## src/include/bm_pkg.sv

```systemverilog
// shared types and constants for the branch and byte-move execution slice
package bm_pkg;

  // opcode encodings, ? marks register or pointer select bits
  localparam logic [7:0] OPC_BR_BSC = 8'h10;
  localparam logic [7:0] OPC_BR_CY = 8'h40;
  localparam logic [7:0] OPC_BR_NCY = 8'h50;
  localparam logic [7:0] OPC_BR_BCLR = 8'h30;
  localparam logic [7:0] OPC_BR_AZ = 8'h60;
  localparam logic [7:0] OPC_BR_ANZ = 8'h70;
  localparam logic [7:0] OPC_TBL_JUMP = 8'h73;
  localparam logic [7:0] OPC_FAR_CALL = 8'h12;
  localparam logic [7:0] OPC_FAR_JUMP = 8'h02;
  localparam logic [7:0] OPC_A_BANK = 8'b1110_1???;
  localparam logic [7:0] OPC_A_DIR = 8'hE5;
  localparam logic [7:0] OPC_A_IND = 8'b1110_011?;
  localparam logic [7:0] OPC_A_IMM = 8'h74;
  localparam logic [7:0] OPC_BANK_A = 8'b1111_1???;
  localparam logic [7:0] OPC_BANK_DIR = 8'b1010_1???;
  localparam logic [7:0] OPC_BANK_IMM = 8'b0111_1???;
  localparam logic [7:0] OPC_DIR_A = 8'hF5;
  localparam logic [7:0] OPC_DIR_BANK = 8'b1000_1???;
  localparam logic [7:0] OPC_DIR_DIR = 8'h85;
  localparam logic [7:0] OPC_DIR_IND = 8'b1000_011?;
  localparam logic [7:0] OPC_DIR_IMM = 8'h75;
  localparam logic [7:0] OPC_IND_A = 8'b1111_011?;
  localparam logic [7:0] OPC_IND_DIR = 8'b1010_011?;
  localparam logic [7:0] OPC_IND_IMM = 8'b0111_011?;

  // direct address space
  localparam logic [7:0] SFR_BASE = 8'h80;
  localparam logic [7:0] SFR_SP = 8'h81;
  localparam logic [7:0] SFR_DPL = 8'h82;
  localparam logic [7:0] SFR_DPH = 8'h83;
  localparam logic [7:0] SFR_PORT = 8'h90;
  localparam logic [7:0] SFR_PSW = 8'hD0;
  localparam logic [7:0] SFR_ACC = 8'hE0;
  localparam logic [7:0] BIT_RAM_BASE = 8'h20;
  localparam int PSW_CY = 7;
  localparam int PSW_RS_HI = 4;
  localparam int PSW_RS_LO = 3;
  localparam int REG_SEL_HI = 2;
  localparam int IND_SEL = 0;

  // reset values and steps
  localparam logic [7:0] SP_RST = 8'h07;
  localparam logic [7:0] PORT_RST = 8'hFF;
  localparam logic [7:0] SP_STEP = 8'h01;
  localparam logic [15:0] PC_STEP = 16'h0001;

  // instruction length and documented cycle count
  localparam logic [1:0] LEN_1 = 2'h1;
  localparam logic [1:0] LEN_2 = 2'h2;
  localparam logic [1:0] LEN_3 = 2'h3;
  localparam logic [1:0] CYC_1 = 2'h1;
  localparam logic [1:0] CYC_2 = 2'h2;

  // memory access phases: address out, memory registers, data taken
  localparam logic [1:0] PH_ISSUE = 2'h0;
  localparam logic [1:0] PH_WAIT = 2'h1;
  localparam logic [1:0] PH_TAKE = 2'h2;
  localparam logic [1:0] IDX_OP = 2'h0;
  localparam logic [1:0] IDX_B2 = 2'h1;
  localparam logic [1:0] IDX_STEP = 2'h1;

  typedef enum logic [2:0] {S_FETCH, S_PTR, S_SRC, S_EXEC, S_PUSH} state_t;
  typedef enum logic [3:0] {
    C_NONE, C_BSC, C_CY, C_NCY, C_BCLR, C_AZ, C_ANZ, C_TBL, C_CALL, C_JUMP, C_COPY
  } cls_t;
  typedef enum logic [2:0] {K_NONE, K_ACC, K_REG, K_DIR, K_IND, K_IMM} kind_t;

  typedef struct packed {
    cls_t cls;
    kind_t src;
    kind_t dst;
    logic [1:0] bytes;
    logic [1:0] cycles;
  } dec_t;

  typedef struct packed {
    logic [7:0] addr;
    logic we;
    logic [7:0] wdata;
  } ram_req_t;

  typedef struct packed {
    state_t state;
    logic [1:0] phase;
    logic [1:0] idx;
    logic [15:0] pc;
    logic [7:0] op;
    logic [7:0] b2;
    logic [7:0] b3;
    logic [7:0] ptr;
    logic [7:0] src;
    logic [7:0] acc;
    logic [7:0] psw;
    logic [7:0] sp;
    logic [7:0] dpl;
    logic [7:0] dph;
    logic [7:0] port;
    logic [15:0] pmem_addr;
    ram_req_t ram;
    logic retire;
    logic bad_op;
    logic [1:0] op_bytes;
    logic [1:0] op_cycles;
  } core_t;

  localparam core_t CORE_RST = '{state: S_FETCH, sp: SP_RST, port: PORT_RST, default: '0};

endpackage

```

## src/verilog/int_ram.sv

```systemverilog
// internal data memory with registered read data
`timescale 1ns/1ps
module int_ram #(
  parameter int AW = 8,
  parameter int DW = 8
) (
  input wire logic sys_clk,
  input wire logic rst_n,
  input wire logic [AW-1:0] addr,
  input wire logic we,
  input wire logic [DW-1:0] wdata,
  output logic [DW-1:0] rdata
);

  logic [DW-1:0] mem_ff [0:(1<<AW)-1];
  logic [DW-1:0] rdata_ff;

  // contents carry no reset, as real ram does not
  always_ff @(posedge sys_clk) begin
    if (we) begin
      mem_ff[addr] <= wdata;
    end
  end

  // read before write on the same address
  always_ff @(posedge sys_clk) begin
    if (!rst_n) begin
      rdata_ff <= '0;
    end else begin
      rdata_ff <= mem_ff[addr];
    end
  end

  assign rdata = rdata_ff;

endmodule

```

## src/verilog/branch_and_move_execution.sv

```systemverilog
// decode and execute core for relative branches, far jumps and calls, and byte moves
// Behaviour
// - bit-set branch clears bit, always; 3 bytes
// - that branch reads output latch, not pin
// - advance pc first, then add third byte
// - carry-set branch: pc+2, add when carry
// - carry-clear branch: pc+2, add when no carry
// - table jump: pc gets accumulator plus pointer
// - bit-clear branch taken on zero, unmodified
// - accumulator nonzero branch after pc+2
// - accumulator zero branch, nothing modified
// - far call pushes pc+3 low first
// - far jump loads pc from bytes two, three
// - byte copy changes only the destination
// - copy of accumulator onto itself is invalid
// - accumulator and bank register moves, one byte
// - direct into accumulator, two bytes
// - indirect into accumulator through pointer zero/one
// - immediate loads of accumulator and bank register
// - direct into bank register, two bytes
// - accumulator or bank register into direct
// - direct to direct: source second, destination third
`timescale 1ns/1ps
module branch_and_move_execution #(
  parameter int RAM_AW = 8
) (
  input wire logic sys_clk,
  input wire logic rst_n,
  input wire logic [7:0] pmem_rdata,
  input wire logic [7:0] port_pin,
  output logic [15:0] pmem_addr,
  output logic [7:0] port_latch,
  output logic retire,
  output logic bad_op,
  output logic [1:0] op_bytes,
  output logic [1:0] op_cycles
);

  bm_pkg::core_t cur_ff;
  bm_pkg::core_t nxt_cur;
  bm_pkg::dec_t dec;
  logic [7:0] ram_rdata;

  function automatic bm_pkg::dec_t decode(input logic [7:0] op);
    bm_pkg::dec_t d;
    d.cls = bm_pkg::C_NONE;
    d.src = bm_pkg::K_NONE;
    d.dst = bm_pkg::K_NONE;
    d.bytes = bm_pkg::LEN_1;
    d.cycles = bm_pkg::CYC_1;
    casez (op)
      bm_pkg::OPC_BR_BSC: begin
        d.cls = bm_pkg::C_BSC;
        d.bytes = bm_pkg::LEN_3;
        d.cycles = bm_pkg::CYC_2;
      end
      bm_pkg::OPC_BR_BCLR: begin
        d.cls = bm_pkg::C_BCLR;
        d.bytes = bm_pkg::LEN_3;
        d.cycles = bm_pkg::CYC_2;
      end
      bm_pkg::OPC_BR_CY: begin
        d.cls = bm_pkg::C_CY;
        d.bytes = bm_pkg::LEN_2;
        d.cycles = bm_pkg::CYC_2;
      end
      bm_pkg::OPC_BR_NCY: begin
        d.cls = bm_pkg::C_NCY;
        d.bytes = bm_pkg::LEN_2;
        d.cycles = bm_pkg::CYC_2;
      end
      bm_pkg::OPC_BR_AZ: begin
        d.cls = bm_pkg::C_AZ;
        d.bytes = bm_pkg::LEN_2;
        d.cycles = bm_pkg::CYC_2;
      end
      bm_pkg::OPC_BR_ANZ: begin
        d.cls = bm_pkg::C_ANZ;
        d.bytes = bm_pkg::LEN_2;
        d.cycles = bm_pkg::CYC_2;
      end
      bm_pkg::OPC_TBL_JUMP: begin
        d.cls = bm_pkg::C_TBL;
        d.cycles = bm_pkg::CYC_2;
      end
      bm_pkg::OPC_FAR_CALL: begin
        d.cls = bm_pkg::C_CALL;
        d.bytes = bm_pkg::LEN_3;
        d.cycles = bm_pkg::CYC_2;
      end
      bm_pkg::OPC_FAR_JUMP: begin
        d.cls = bm_pkg::C_JUMP;
        d.bytes = bm_pkg::LEN_3;
        d.cycles = bm_pkg::CYC_2;
      end
      bm_pkg::OPC_A_BANK, bm_pkg::OPC_BANK_A: begin
        d.cls = bm_pkg::C_COPY;
        d.src = op[3] ? bm_pkg::K_ACC : bm_pkg::K_REG;
        d.dst = op[3] ? bm_pkg::K_REG : bm_pkg::K_ACC;
        if (op[4]) begin
          d.src = bm_pkg::K_ACC;
          d.dst = bm_pkg::K_REG;
        end else begin
          d.src = bm_pkg::K_REG;
          d.dst = bm_pkg::K_ACC;
        end
      end
      bm_pkg::OPC_A_DIR: begin
        d = '{bm_pkg::C_COPY, bm_pkg::K_DIR, bm_pkg::K_ACC, bm_pkg::LEN_2, bm_pkg::CYC_1};
      end
      bm_pkg::OPC_A_IND: begin
        d = '{bm_pkg::C_COPY, bm_pkg::K_IND, bm_pkg::K_ACC, bm_pkg::LEN_1, bm_pkg::CYC_1};
      end
      bm_pkg::OPC_A_IMM: begin
        d = '{bm_pkg::C_COPY, bm_pkg::K_IMM, bm_pkg::K_ACC, bm_pkg::LEN_2, bm_pkg::CYC_1};
      end
      bm_pkg::OPC_BANK_IMM: begin
        d = '{bm_pkg::C_COPY, bm_pkg::K_IMM, bm_pkg::K_REG, bm_pkg::LEN_2, bm_pkg::CYC_1};
      end
      bm_pkg::OPC_BANK_DIR: begin
        d = '{bm_pkg::C_COPY, bm_pkg::K_DIR, bm_pkg::K_REG, bm_pkg::LEN_2, bm_pkg::CYC_2};
      end
      bm_pkg::OPC_DIR_A: begin
        d = '{bm_pkg::C_COPY, bm_pkg::K_ACC, bm_pkg::K_DIR, bm_pkg::LEN_2, bm_pkg::CYC_1};
      end
      bm_pkg::OPC_DIR_BANK: begin
        d = '{bm_pkg::C_COPY, bm_pkg::K_REG, bm_pkg::K_DIR, bm_pkg::LEN_2, bm_pkg::CYC_2};
      end
      bm_pkg::OPC_DIR_DIR: begin
        d = '{bm_pkg::C_COPY, bm_pkg::K_DIR, bm_pkg::K_DIR, bm_pkg::LEN_3, bm_pkg::CYC_2};
      end
      bm_pkg::OPC_DIR_IND: begin
        d = '{bm_pkg::C_COPY, bm_pkg::K_IND, bm_pkg::K_DIR, bm_pkg::LEN_2, bm_pkg::CYC_2};
      end
      bm_pkg::OPC_DIR_IMM: begin
        d = '{bm_pkg::C_COPY, bm_pkg::K_IMM, bm_pkg::K_DIR, bm_pkg::LEN_3, bm_pkg::CYC_2};
      end
      bm_pkg::OPC_IND_A: begin
        d = '{bm_pkg::C_COPY, bm_pkg::K_ACC, bm_pkg::K_IND, bm_pkg::LEN_1, bm_pkg::CYC_1};
      end
      bm_pkg::OPC_IND_DIR: begin
        d = '{bm_pkg::C_COPY, bm_pkg::K_DIR, bm_pkg::K_IND, bm_pkg::LEN_2, bm_pkg::CYC_2};
      end
      bm_pkg::OPC_IND_IMM: begin
        d = '{bm_pkg::C_COPY, bm_pkg::K_IMM, bm_pkg::K_IND, bm_pkg::LEN_2, bm_pkg::CYC_1};
      end
      default: begin
        d.cls = bm_pkg::C_NONE;
      end
    endcase
    return d;
  endfunction

  // bank register address from the bank select bits of the status word
  function automatic logic [7:0] bank_reg(input logic [7:0] psw, input logic [2:0] r);
    return {3'h0, psw[bm_pkg::PSW_RS_HI:bm_pkg::PSW_RS_LO], r};
  endfunction

  // byte that holds an addressed bit
  function automatic logic [7:0] bit_byte(input logic [7:0] a);
    if (a < bm_pkg::SFR_BASE) begin
      return bm_pkg::BIT_RAM_BASE + {4'h0, a[6:3]};
    end
    return {a[7:3], 3'h0};
  endfunction

  // sign extension keeps the target inside the 16-bit space
  function automatic logic [15:0] rel_target(input logic [15:0] pc, input logic [7:0] rel);
    return pc + {{8{rel[7]}}, rel};
  endfunction

  function automatic logic [7:0] rd_direct(input bm_pkg::core_t s, input logic [7:0] a, input logic [7:0] ram_d,
                                           input logic [7:0] pins, input logic use_latch);
    logic [7:0] v;
    v = 8'h00;
    if (a < bm_pkg::SFR_BASE) begin
      v = ram_d;
    end else begin
      case (a)
        bm_pkg::SFR_ACC: v = s.acc;
        bm_pkg::SFR_PSW: v = s.psw;
        bm_pkg::SFR_SP: v = s.sp;
        bm_pkg::SFR_DPL: v = s.dpl;
        bm_pkg::SFR_DPH: v = s.dph;
        bm_pkg::SFR_PORT: v = use_latch ? s.port : pins;
        default: v = 8'h00;
      endcase
    end
    return v;
  endfunction

  function automatic bm_pkg::core_t ram_write(input bm_pkg::core_t s, input logic [7:0] a, input logic [7:0] d);
    bm_pkg::core_t r;
    r = s;
    r.ram.addr = a;
    r.ram.we = 1'b1;
    r.ram.wdata = d;
    return r;
  endfunction

  // writes to unmapped special registers are dropped
  function automatic bm_pkg::core_t wr_direct(input bm_pkg::core_t s, input logic [7:0] a, input logic [7:0] d);
    bm_pkg::core_t r;
    r = s;
    if (a < bm_pkg::SFR_BASE) begin
      r = ram_write(s, a, d);
    end else begin
      case (a)
        bm_pkg::SFR_ACC: r.acc = d;
        bm_pkg::SFR_PSW: r.psw = d;
        bm_pkg::SFR_SP: r.sp = d;
        bm_pkg::SFR_DPL: r.dpl = d;
        bm_pkg::SFR_DPH: r.dph = d;
        bm_pkg::SFR_PORT: r.port = d;
        default: r = s;
      endcase
    end
    return r;
  endfunction

  int_ram #(.AW(RAM_AW), .DW(8)) u_ram (
    .sys_clk(sys_clk),
    .rst_n(rst_n),
    .addr(cur_ff.ram.addr[RAM_AW-1:0]),
    .we(cur_ff.ram.we),
    .wdata(cur_ff.ram.wdata),
    .rdata(ram_rdata)
  );

  assign dec = decode(cur_ff.op);

  always_comb begin
    logic more;
    logic need_ptr;
    logic need_bit;
    logic bit_val;
    logic take;
    logic [7:0] imm_byte;
    logic [7:0] dst_dir;
    logic [2:0] rsel;
    logic [2:0] isel;
    more = 1'b0;
    need_ptr = (dec.src == bm_pkg::K_IND) || (dec.dst == bm_pkg::K_IND);
    need_bit = (dec.cls == bm_pkg::C_BSC) || (dec.cls == bm_pkg::C_BCLR);
    bit_val = cur_ff.src[cur_ff.b2[2:0]];
    take = 1'b0;
    imm_byte = (dec.dst == bm_pkg::K_DIR) ? cur_ff.b3 : cur_ff.b2;
    dst_dir = (dec.src == bm_pkg::K_DIR) ? cur_ff.b3 : cur_ff.b2;
    rsel = cur_ff.op[bm_pkg::REG_SEL_HI:0];
    isel = {2'h0, cur_ff.op[bm_pkg::IND_SEL]};
    nxt_cur = cur_ff;
    nxt_cur.retire = 1'b0;
    nxt_cur.bad_op = 1'b0;
    nxt_cur.ram.we = 1'b0;
    case (cur_ff.state)
      bm_pkg::S_FETCH: begin
        case (cur_ff.phase)
          bm_pkg::PH_ISSUE: begin
            nxt_cur.pmem_addr = cur_ff.pc;
            nxt_cur.phase = bm_pkg::PH_WAIT;
          end
          bm_pkg::PH_WAIT: begin
            nxt_cur.phase = bm_pkg::PH_TAKE;
          end
          default: begin
            // pc passes every byte before any target is formed
            nxt_cur.pc = cur_ff.pc + bm_pkg::PC_STEP;
            nxt_cur.phase = bm_pkg::PH_ISSUE;
            if (cur_ff.idx == bm_pkg::IDX_OP) begin
              nxt_cur.op = pmem_rdata;
              more = decode(pmem_rdata).bytes > bm_pkg::LEN_1;
            end else if (cur_ff.idx == bm_pkg::IDX_B2) begin
              nxt_cur.b2 = pmem_rdata;
              more = dec.bytes > bm_pkg::LEN_2;
            end else begin
              nxt_cur.b3 = pmem_rdata;
            end
            if (more) begin
              nxt_cur.idx = cur_ff.idx + bm_pkg::IDX_STEP;
            end else begin
              nxt_cur.idx = bm_pkg::IDX_OP;
              nxt_cur.state = bm_pkg::S_PTR;
            end
          end
        endcase
      end
      bm_pkg::S_PTR: begin
        if (!need_ptr && !need_bit) begin
          nxt_cur.state = bm_pkg::S_SRC;
        end else begin
          case (cur_ff.phase)
            bm_pkg::PH_ISSUE: begin
              nxt_cur.ram.addr = need_bit ? bit_byte(cur_ff.b2) : bank_reg(cur_ff.psw, isel);
              nxt_cur.phase = bm_pkg::PH_WAIT;
            end
            bm_pkg::PH_WAIT: begin
              nxt_cur.phase = bm_pkg::PH_TAKE;
            end
            default: begin
              if (need_bit) begin
                nxt_cur.src = rd_direct(cur_ff, bit_byte(cur_ff.b2), ram_rdata, port_pin,
                                        dec.cls == bm_pkg::C_BSC);
              end else begin
                nxt_cur.ptr = ram_rdata;
              end
              nxt_cur.phase = bm_pkg::PH_ISSUE;
              nxt_cur.state = bm_pkg::S_SRC;
            end
          endcase
        end
      end
      bm_pkg::S_SRC: begin
        case (dec.src)
          bm_pkg::K_ACC: begin
            nxt_cur.src = cur_ff.acc;
            nxt_cur.state = bm_pkg::S_EXEC;
          end
          bm_pkg::K_IMM: begin
            nxt_cur.src = imm_byte;
            nxt_cur.state = bm_pkg::S_EXEC;
          end
          bm_pkg::K_REG, bm_pkg::K_DIR, bm_pkg::K_IND: begin
            case (cur_ff.phase)
              bm_pkg::PH_ISSUE: begin
                if (dec.src == bm_pkg::K_REG) begin
                  nxt_cur.ram.addr = bank_reg(cur_ff.psw, rsel);
                end else if (dec.src == bm_pkg::K_DIR) begin
                  nxt_cur.ram.addr = cur_ff.b2;
                end else begin
                  nxt_cur.ram.addr = cur_ff.ptr;
                end
                nxt_cur.phase = bm_pkg::PH_WAIT;
              end
              bm_pkg::PH_WAIT: begin
                nxt_cur.phase = bm_pkg::PH_TAKE;
              end
              default: begin
                nxt_cur.src = (dec.src == bm_pkg::K_DIR) ? rd_direct(cur_ff, cur_ff.b2, ram_rdata, port_pin, 1'b0)
                                                        : ram_rdata;
                nxt_cur.phase = bm_pkg::PH_ISSUE;
                nxt_cur.state = bm_pkg::S_EXEC;
              end
            endcase
          end
          default: begin
            nxt_cur.state = bm_pkg::S_EXEC;
          end
        endcase
      end
      bm_pkg::S_EXEC: begin
        nxt_cur.state = bm_pkg::S_FETCH;
        nxt_cur.retire = 1'b1;
        nxt_cur.op_bytes = dec.bytes;
        nxt_cur.op_cycles = dec.cycles;
        case (dec.cls)
          bm_pkg::C_BSC: begin
            // write-back happens on both outcomes
            nxt_cur = wr_direct(nxt_cur, bit_byte(cur_ff.b2),
                                cur_ff.src & ~(8'h01 << cur_ff.b2[2:0]));
            take = bit_val;
          end
          bm_pkg::C_BCLR: take = !bit_val;
          bm_pkg::C_CY: take = cur_ff.psw[bm_pkg::PSW_CY];
          bm_pkg::C_NCY: take = !cur_ff.psw[bm_pkg::PSW_CY];
          bm_pkg::C_AZ: take = (cur_ff.acc == 8'h00);
          bm_pkg::C_ANZ: take = (cur_ff.acc != 8'h00);
          bm_pkg::C_TBL: begin
            nxt_cur.pc = {cur_ff.dph, cur_ff.dpl} + {8'h00, cur_ff.acc};
          end
          bm_pkg::C_JUMP: begin
            nxt_cur.pc = {cur_ff.b2, cur_ff.b3};
          end
          bm_pkg::C_CALL: begin
            nxt_cur.sp = cur_ff.sp + bm_pkg::SP_STEP;
            nxt_cur = ram_write(nxt_cur, cur_ff.sp + bm_pkg::SP_STEP, cur_ff.pc[7:0]);
            nxt_cur.retire = 1'b0;
            nxt_cur.state = bm_pkg::S_PUSH;
          end
          bm_pkg::C_COPY: begin
            case (dec.dst)
              bm_pkg::K_ACC: nxt_cur.acc = cur_ff.src;
              bm_pkg::K_REG: nxt_cur = ram_write(nxt_cur, bank_reg(cur_ff.psw, rsel), cur_ff.src);
              bm_pkg::K_DIR: nxt_cur = wr_direct(nxt_cur, dst_dir, cur_ff.src);
              bm_pkg::K_IND: nxt_cur = ram_write(nxt_cur, cur_ff.ptr, cur_ff.src);
              default: nxt_cur.acc = cur_ff.acc;
            endcase
            // accumulator result stays a plain copy; only the flag marks it
            nxt_cur.bad_op = (dec.src == bm_pkg::K_DIR) && (dec.dst == bm_pkg::K_ACC)
                             && (cur_ff.b2 == bm_pkg::SFR_ACC);
          end
          default: nxt_cur.pc = cur_ff.pc;
        endcase
        if (take) begin
          nxt_cur.pc = rel_target(cur_ff.pc, (dec.bytes == bm_pkg::LEN_3) ? cur_ff.b3 : cur_ff.b2);
        end
      end
      bm_pkg::S_PUSH: begin
        nxt_cur.sp = cur_ff.sp + bm_pkg::SP_STEP;
        nxt_cur = ram_write(nxt_cur, cur_ff.sp + bm_pkg::SP_STEP, cur_ff.pc[15:8]);
        nxt_cur.pc = {cur_ff.b2, cur_ff.b3};
        nxt_cur.retire = 1'b1;
        nxt_cur.op_bytes = dec.bytes;
        nxt_cur.op_cycles = dec.cycles;
        nxt_cur.state = bm_pkg::S_FETCH;
      end
      default: begin
        nxt_cur.state = bm_pkg::S_FETCH;
      end
    endcase
  end

  always_ff @(posedge sys_clk) begin
    if (!rst_n) begin
      cur_ff <= bm_pkg::CORE_RST;
    end else begin
      cur_ff <= nxt_cur;
    end
  end

  assign pmem_addr = cur_ff.pmem_addr;
  assign port_latch = cur_ff.port;
  assign retire = cur_ff.retire;
  assign bad_op = cur_ff.bad_op;
  assign op_bytes = cur_ff.op_bytes;
  assign op_cycles = cur_ff.op_cycles;

endmodule

```

## config.mk

```make
export PLATFORM = sky130hd
export DESIGN_NAME = branch_and_move_execution
export DESIGN_NICKNAME = d
export VERILOG_FILES = /design/src/include/bm_pkg.sv /design/src/verilog/int_ram.sv /design/src/verilog/branch_and_move_execution.sv
export SDC_FILE = /design/constraint.sdc
export NUM_CORES = 2
export LEC_CHECK = 0
export BUFFER_PORTS_ARGS = -buffer_cell sky130_fd_sc_hd__buf_2
export CAP_MARGIN = 10
export CORE_AREA = 2 2 363 634
export CTS_BUF_LIST = sky130_fd_sc_hd__clkbuf_8
export DETAILED_ROUTE_END_ITERATION = 16
export DIE_AREA = 0 0 365 636
export PLACE_DENSITY = 0.64
export SYNTH_ARGS = -nofsm -noshare
export SYNTH_HDL_FRONTEND = slang
export SYNTH_SLANG_ARGS = --single-unit
```

## constraint.sdc

```tcl
create_clock -name sys_clk -period 7.4 [get_ports sys_clk]
set_clock_uncertainty 0.15 [all_clocks]
set_input_delay 0.74 -clock sys_clk [delete_from_list [all_inputs] [get_ports sys_clk]]
set_output_delay 0.74 -clock sys_clk [all_outputs]
set_load 0.1 [all_outputs]
```

==> results <==
- Measured in cells, the most critical reg-to-reg path has a length of 13.
- Setup repair after global routing left no endpoint under its margin.
- The setup check on the worst reg-to-reg path leaves a slack of 1980 ps.
- The final layout contains between 5000 and 6000 nets.
- The residual DRC count is 0.
- The source of the worst register-to-register timing path is cur_ff[123].
- The number of fillers in the final layout is just under 20000.
- Max-cap violations in this run came to 0.
- Dividing the detail-routed wire length by the instance count gives a little over 30 µm.
- The area of the die is 232000 µm².
- The max-slew violation count is 0.
- Setup total negative slack on the finished layout was measured at 0 ps.
- The number of antenna violations at the first check in global routing came to 12.
- The row count is roughly 230.
- OpenSTA, run right after detailed placement, puts the worst setup slack at between 2000 and 2500 ps.
- The half-perimeter wire length of the detailed placement result is about 160000 µm.
- The global route total overflow is 0.
- Of the total power, the clock network draws 0.347.
- The shortest period the worst path allows is 5420 ps.
- The min-delay analysis places its worst path in the category primary input to flip-flop.
- In the finished design, the share of the clock period the worst path needs comes to 0.733.
- The part of the Yosys area used for sequential elements is 0.715.
- Setup violations remaining at the end of the flow were counted as 0.
- In the final layout, the share of cells above drive strength 1 is 0.241.
- The maximum frequency from static timing analysis is ~0.18 GHz.
- The most used flip-flop cell after synthesis is sky130_fd_sc_hd__edfxtp_1.
- The worst pin sits at a relative slew slack of 0.146.
- The number of DRC markers in iteration 0 is a little under 5000.
- The synthesized cell area is between 90000 and 100000 µm².
- The area of the core region is 228000 µm².
- Clock tree synthesis selected as its root buffer the cell sky130_fd_sc_hd__clkbuf_8.
- The longest clock path from root to sink contains 4 buffers.
- The endpoint identified for the worst register-to-register timing path is cur_ff[142].
- Buffers placed on the I/O ports in this run total 47.
- The first global-routing pass estimated 358000 µm of wire.
- The x dimension of the die is between 300 and 400 µm.
- Once detail routing completed, the nets flagged for antenna violations numbered 0.
- The async set-reset flop share out of synthesis is 0.
- Clock-pin slew was measured on the worst setup and hold paths at 70 ps.
- The congestion estimate from routability-driven global placement came to 0.996.
- Measured along the y axis, the die boundary spans approximately 640 µm.
- Once the clock tree was built, the setup fixing pass inserted 0 buffers.
- The via count of the first global-routing pass is ~50000.
- Summed over all layers, the routed wires come to around 250000 µm.
- The synthesized netlist net count is 4921.
- The transition time at the pin with the least slew margin is around 1300 ps.
- The number of levels the H-tree was split into is 5.
- In this run the worst setup path terminates at cur_ff[142].
- For this run, the detailed router's first-pass iteration total came to 7.
- The total of cells resized after clock tree synthesis is 0.
- In this run the worst path has a maximum fanout of 25.
- Synthesis produced roughly 4900 cells.
- The switching share of power is 0.253.
- Tracing the worst setup path back leads to its startpoint at cur_ff[123].
- STA puts the critical path data required time at roughly 8000 ps.
- The hold buffer count at cts is 0.
- In the post-route analysis, the smallest setup slack over all paths is just under 2000 ps.
- Clock tree synthesis inserted a total of roughly 310 buffers.
- The most frequent standard cell in the layout excluding fill and tap cells is sky130_fd_sc_hd__edfxtp_1.
- The run finished with clean final reports.
- Pin placement for this block handled 48 I/O pins.
- The post-route total power is approximately 0.025 W.
- For this run, the number of Yosys warnings is 0.
- The CTS tree is built.
- The internal portion of the total power is 0.0186 W.
- Entering global routing, the biggest net connects about 190 pins.
- Of the total power, combinational logic draws 0.107.
- The power density normalized to cell area is 251 nW/µm².
- The overall track demand over capacity in global routing is 0.214.
- The fraction of power consumed by sequential logic is 0.547.
- Dividing the synthesized area by the synthesized cell count gives between 15 and 20 µm².
- The worst setup path is launched from a flip-flop.
- The post-detailed-route via-to-cell ratio is 5.84.
- Synthesis instantiated ~90 different standard cells from the library.
- The worst-case IR drop observed on VDD is 151 µV.
- The clock reaches the later pin of the worst-skew pair after 920 ps.
- STA puts the critical path data arrival time at 6070 ps.
- The classification of the worst setup path is flip-flop to flip-flop.
- The analysis attributes to net switching a power of between 0.006 and 0.007 W.
- Compared with the post-synthesis result, the final layout area differs by 10.1%.
- For this design the static power due to leakage is between 20 and 30 nW.
- The clock sink total is 2206.
- The kind of end point of the critical path is a flip-flop.
- The routed via count is about 48000.
- In the layout the commonest cells are sky130_fd_sc_hd__edfxtp_1 (2048), sky130_fd_sc_hd__mux4_2 (642), sky130_fd_sc_hd__nor2_1 (438).
- The number of storage elements in the synthesis netlist is 2206.
- For this configuration, the core starts out at a cell density of 0.397.
- The worst hold path was traced through 5 stages.
- The fraction of the core area covered by cells at the end of the flow is 0.437.
- The synthesized design contains ~2000 enable-type register cells.
- The post-route worst hold slack is roughly 180 ps.
- The hold violation count in the final report is 0.
[synthesized netlist by cell type, types with 55 or more instances]
| cell type | number | area share |
|---|---|---|
| sky130_fd_sc_hd__buf_2 | 76 | 0.0042 |
| sky130_fd_sc_hd__edfxtp_1 | 2048 | 0.68 |
| sky130_fd_sc_hd__dfxtp_1 | 158 | 0.035 |
| sky130_fd_sc_hd__nor2_1 | 438 | 0.018 |
| sky130_fd_sc_hd__a22oi_1 | 55 | 0.0046 |
| sky130_fd_sc_hd__o21ai_0 | 111 | 0.0061 |
| sky130_fd_sc_hd__nand2_1 | 192 | 0.0080 |
| sky130_fd_sc_hd__mux2i_1 | 68 | 0.0075 |
| sky130_fd_sc_hd__mux4_2 | 642 | 0.16 |
| sky130_fd_sc_hd__clkbuf_1 | 202 | 0.0084 |
| sky130_fd_sc_hd__a21oi_1 | 138 | 0.0076 |
| sky130_fd_sc_hd__nand3_1 | 87 | 0.0048 |
[power by group through the flow]
stage / sequential [W] / clock [W] / combinational, W
floorplan: 0.0138 / 0 / 0.00181
global placement: 0.0139 / 0 / 0.00264
detailed placement: 0.0139 / 0 / 0.00265
CTS: 0.0136 / 0.00883 / 0.00265
global route: 0.0136 / 0.00928 / 0.00276
finish: 0.0137 / 0.00866 / 0.00266
[stage by stage]
step,instances,instance area [µm²]
after floorplan,4874,90400
after global placement,7742,94100
after detailed placement,7743,94100
after CTS,8267,99500
after global routing,8283,99500
final,8283,99500
[critical path, cell delays in order, from the launching register on]
cell	delay (ps)
sky130_fd_sc_hd__dfxtp_1	800
sky130_fd_sc_hd__or4b_1	280
sky130_fd_sc_hd__nand2_1	80
sky130_fd_sc_hd__a21oi_1	860
sky130_fd_sc_hd__mux2_2	420
sky130_fd_sc_hd__ha_1	340
sky130_fd_sc_hd__a2111oi_0	440
sky130_fd_sc_hd__o21ai_0	270
sky130_fd_sc_hd__a2111oi_0	560
sky130_fd_sc_hd__o21bai_1	230
sky130_fd_sc_hd__a2111oi_0	480
sky130_fd_sc_hd__o21bai_1	130
sky130_fd_sc_hd__xnor2_1	190
sky130_fd_sc_hd__o211ai_1	110
[final cells by class]
class / count / area, µm² / share of cell area
Multi-Input combinational cell: 2298 / 24200 / 0.243
Timing Repair Buffer: 173 / 1340 / 0.0134
Clock inverter: 206 / 986 / 0.00991
Clock buffer: 318 / 4380 / 0.0440
Tap cell: 3042 / 3810 / 0.0382
Inverter: 29 / 110 / 0.00111
Antenna cell: 11 / 27.5 / 0.000277
Sequential cell: 2206 / 64700 / 0.650
[cell families after synthesis]
kind of cell / Yosys count / share of synthesized area
AO/OA/AOI/OAI: 537 / 0.0401
XOR/XNOR: 46 / 0.00446
adder cells (fa/ha/maj): 29 / 0.00418
buffers and inverters: 370 / 0.0178
flip-flops: 2206 / 0.715
multiplexers: 738 / 0.171
AND/OR/NAND/NOR: 948 / 0.0474
[routing by layer]
metal,global-route usage,up-vias,share of wire
met3,0.0334,632,0.061
met4,0.141,10,0.076
met5,0,-,0.00028
li1,-,20200,-
met2,0.391,2111,0.54
met1,0.226,25400,0.32
[how the worst min path moves through the flow]
stage / startpoint / slack, ps / endpoint
2_1_floorplan: op_cycles[0] / 290 / op_cycles[0]
3_3_place_gp: pmem_addr[3] / 290 / pmem_addr[3]
3_5_place_dp: pmem_addr[6] / 290 / pmem_addr[6]
4_1_cts: pmem_rdata[0] / 110 / cur_ff[103]
5_1_grt: pmem_rdata[2] / 180 / cur_ff[113]
6_report: pmem_rdata[2] / 180 / cur_ff[113]
[registers in the layout, summed over array words and instances (netlist names)]
name          cells
u_ram.mem_ff   2048
cur_ff          120
pmem_addr        16
port_latch        8
u_ram.rdata       8
op_bytes          2
op_cycles         2
bad_op            1
retire            1
Note: power is estimated with default switching activity, not from simulation.
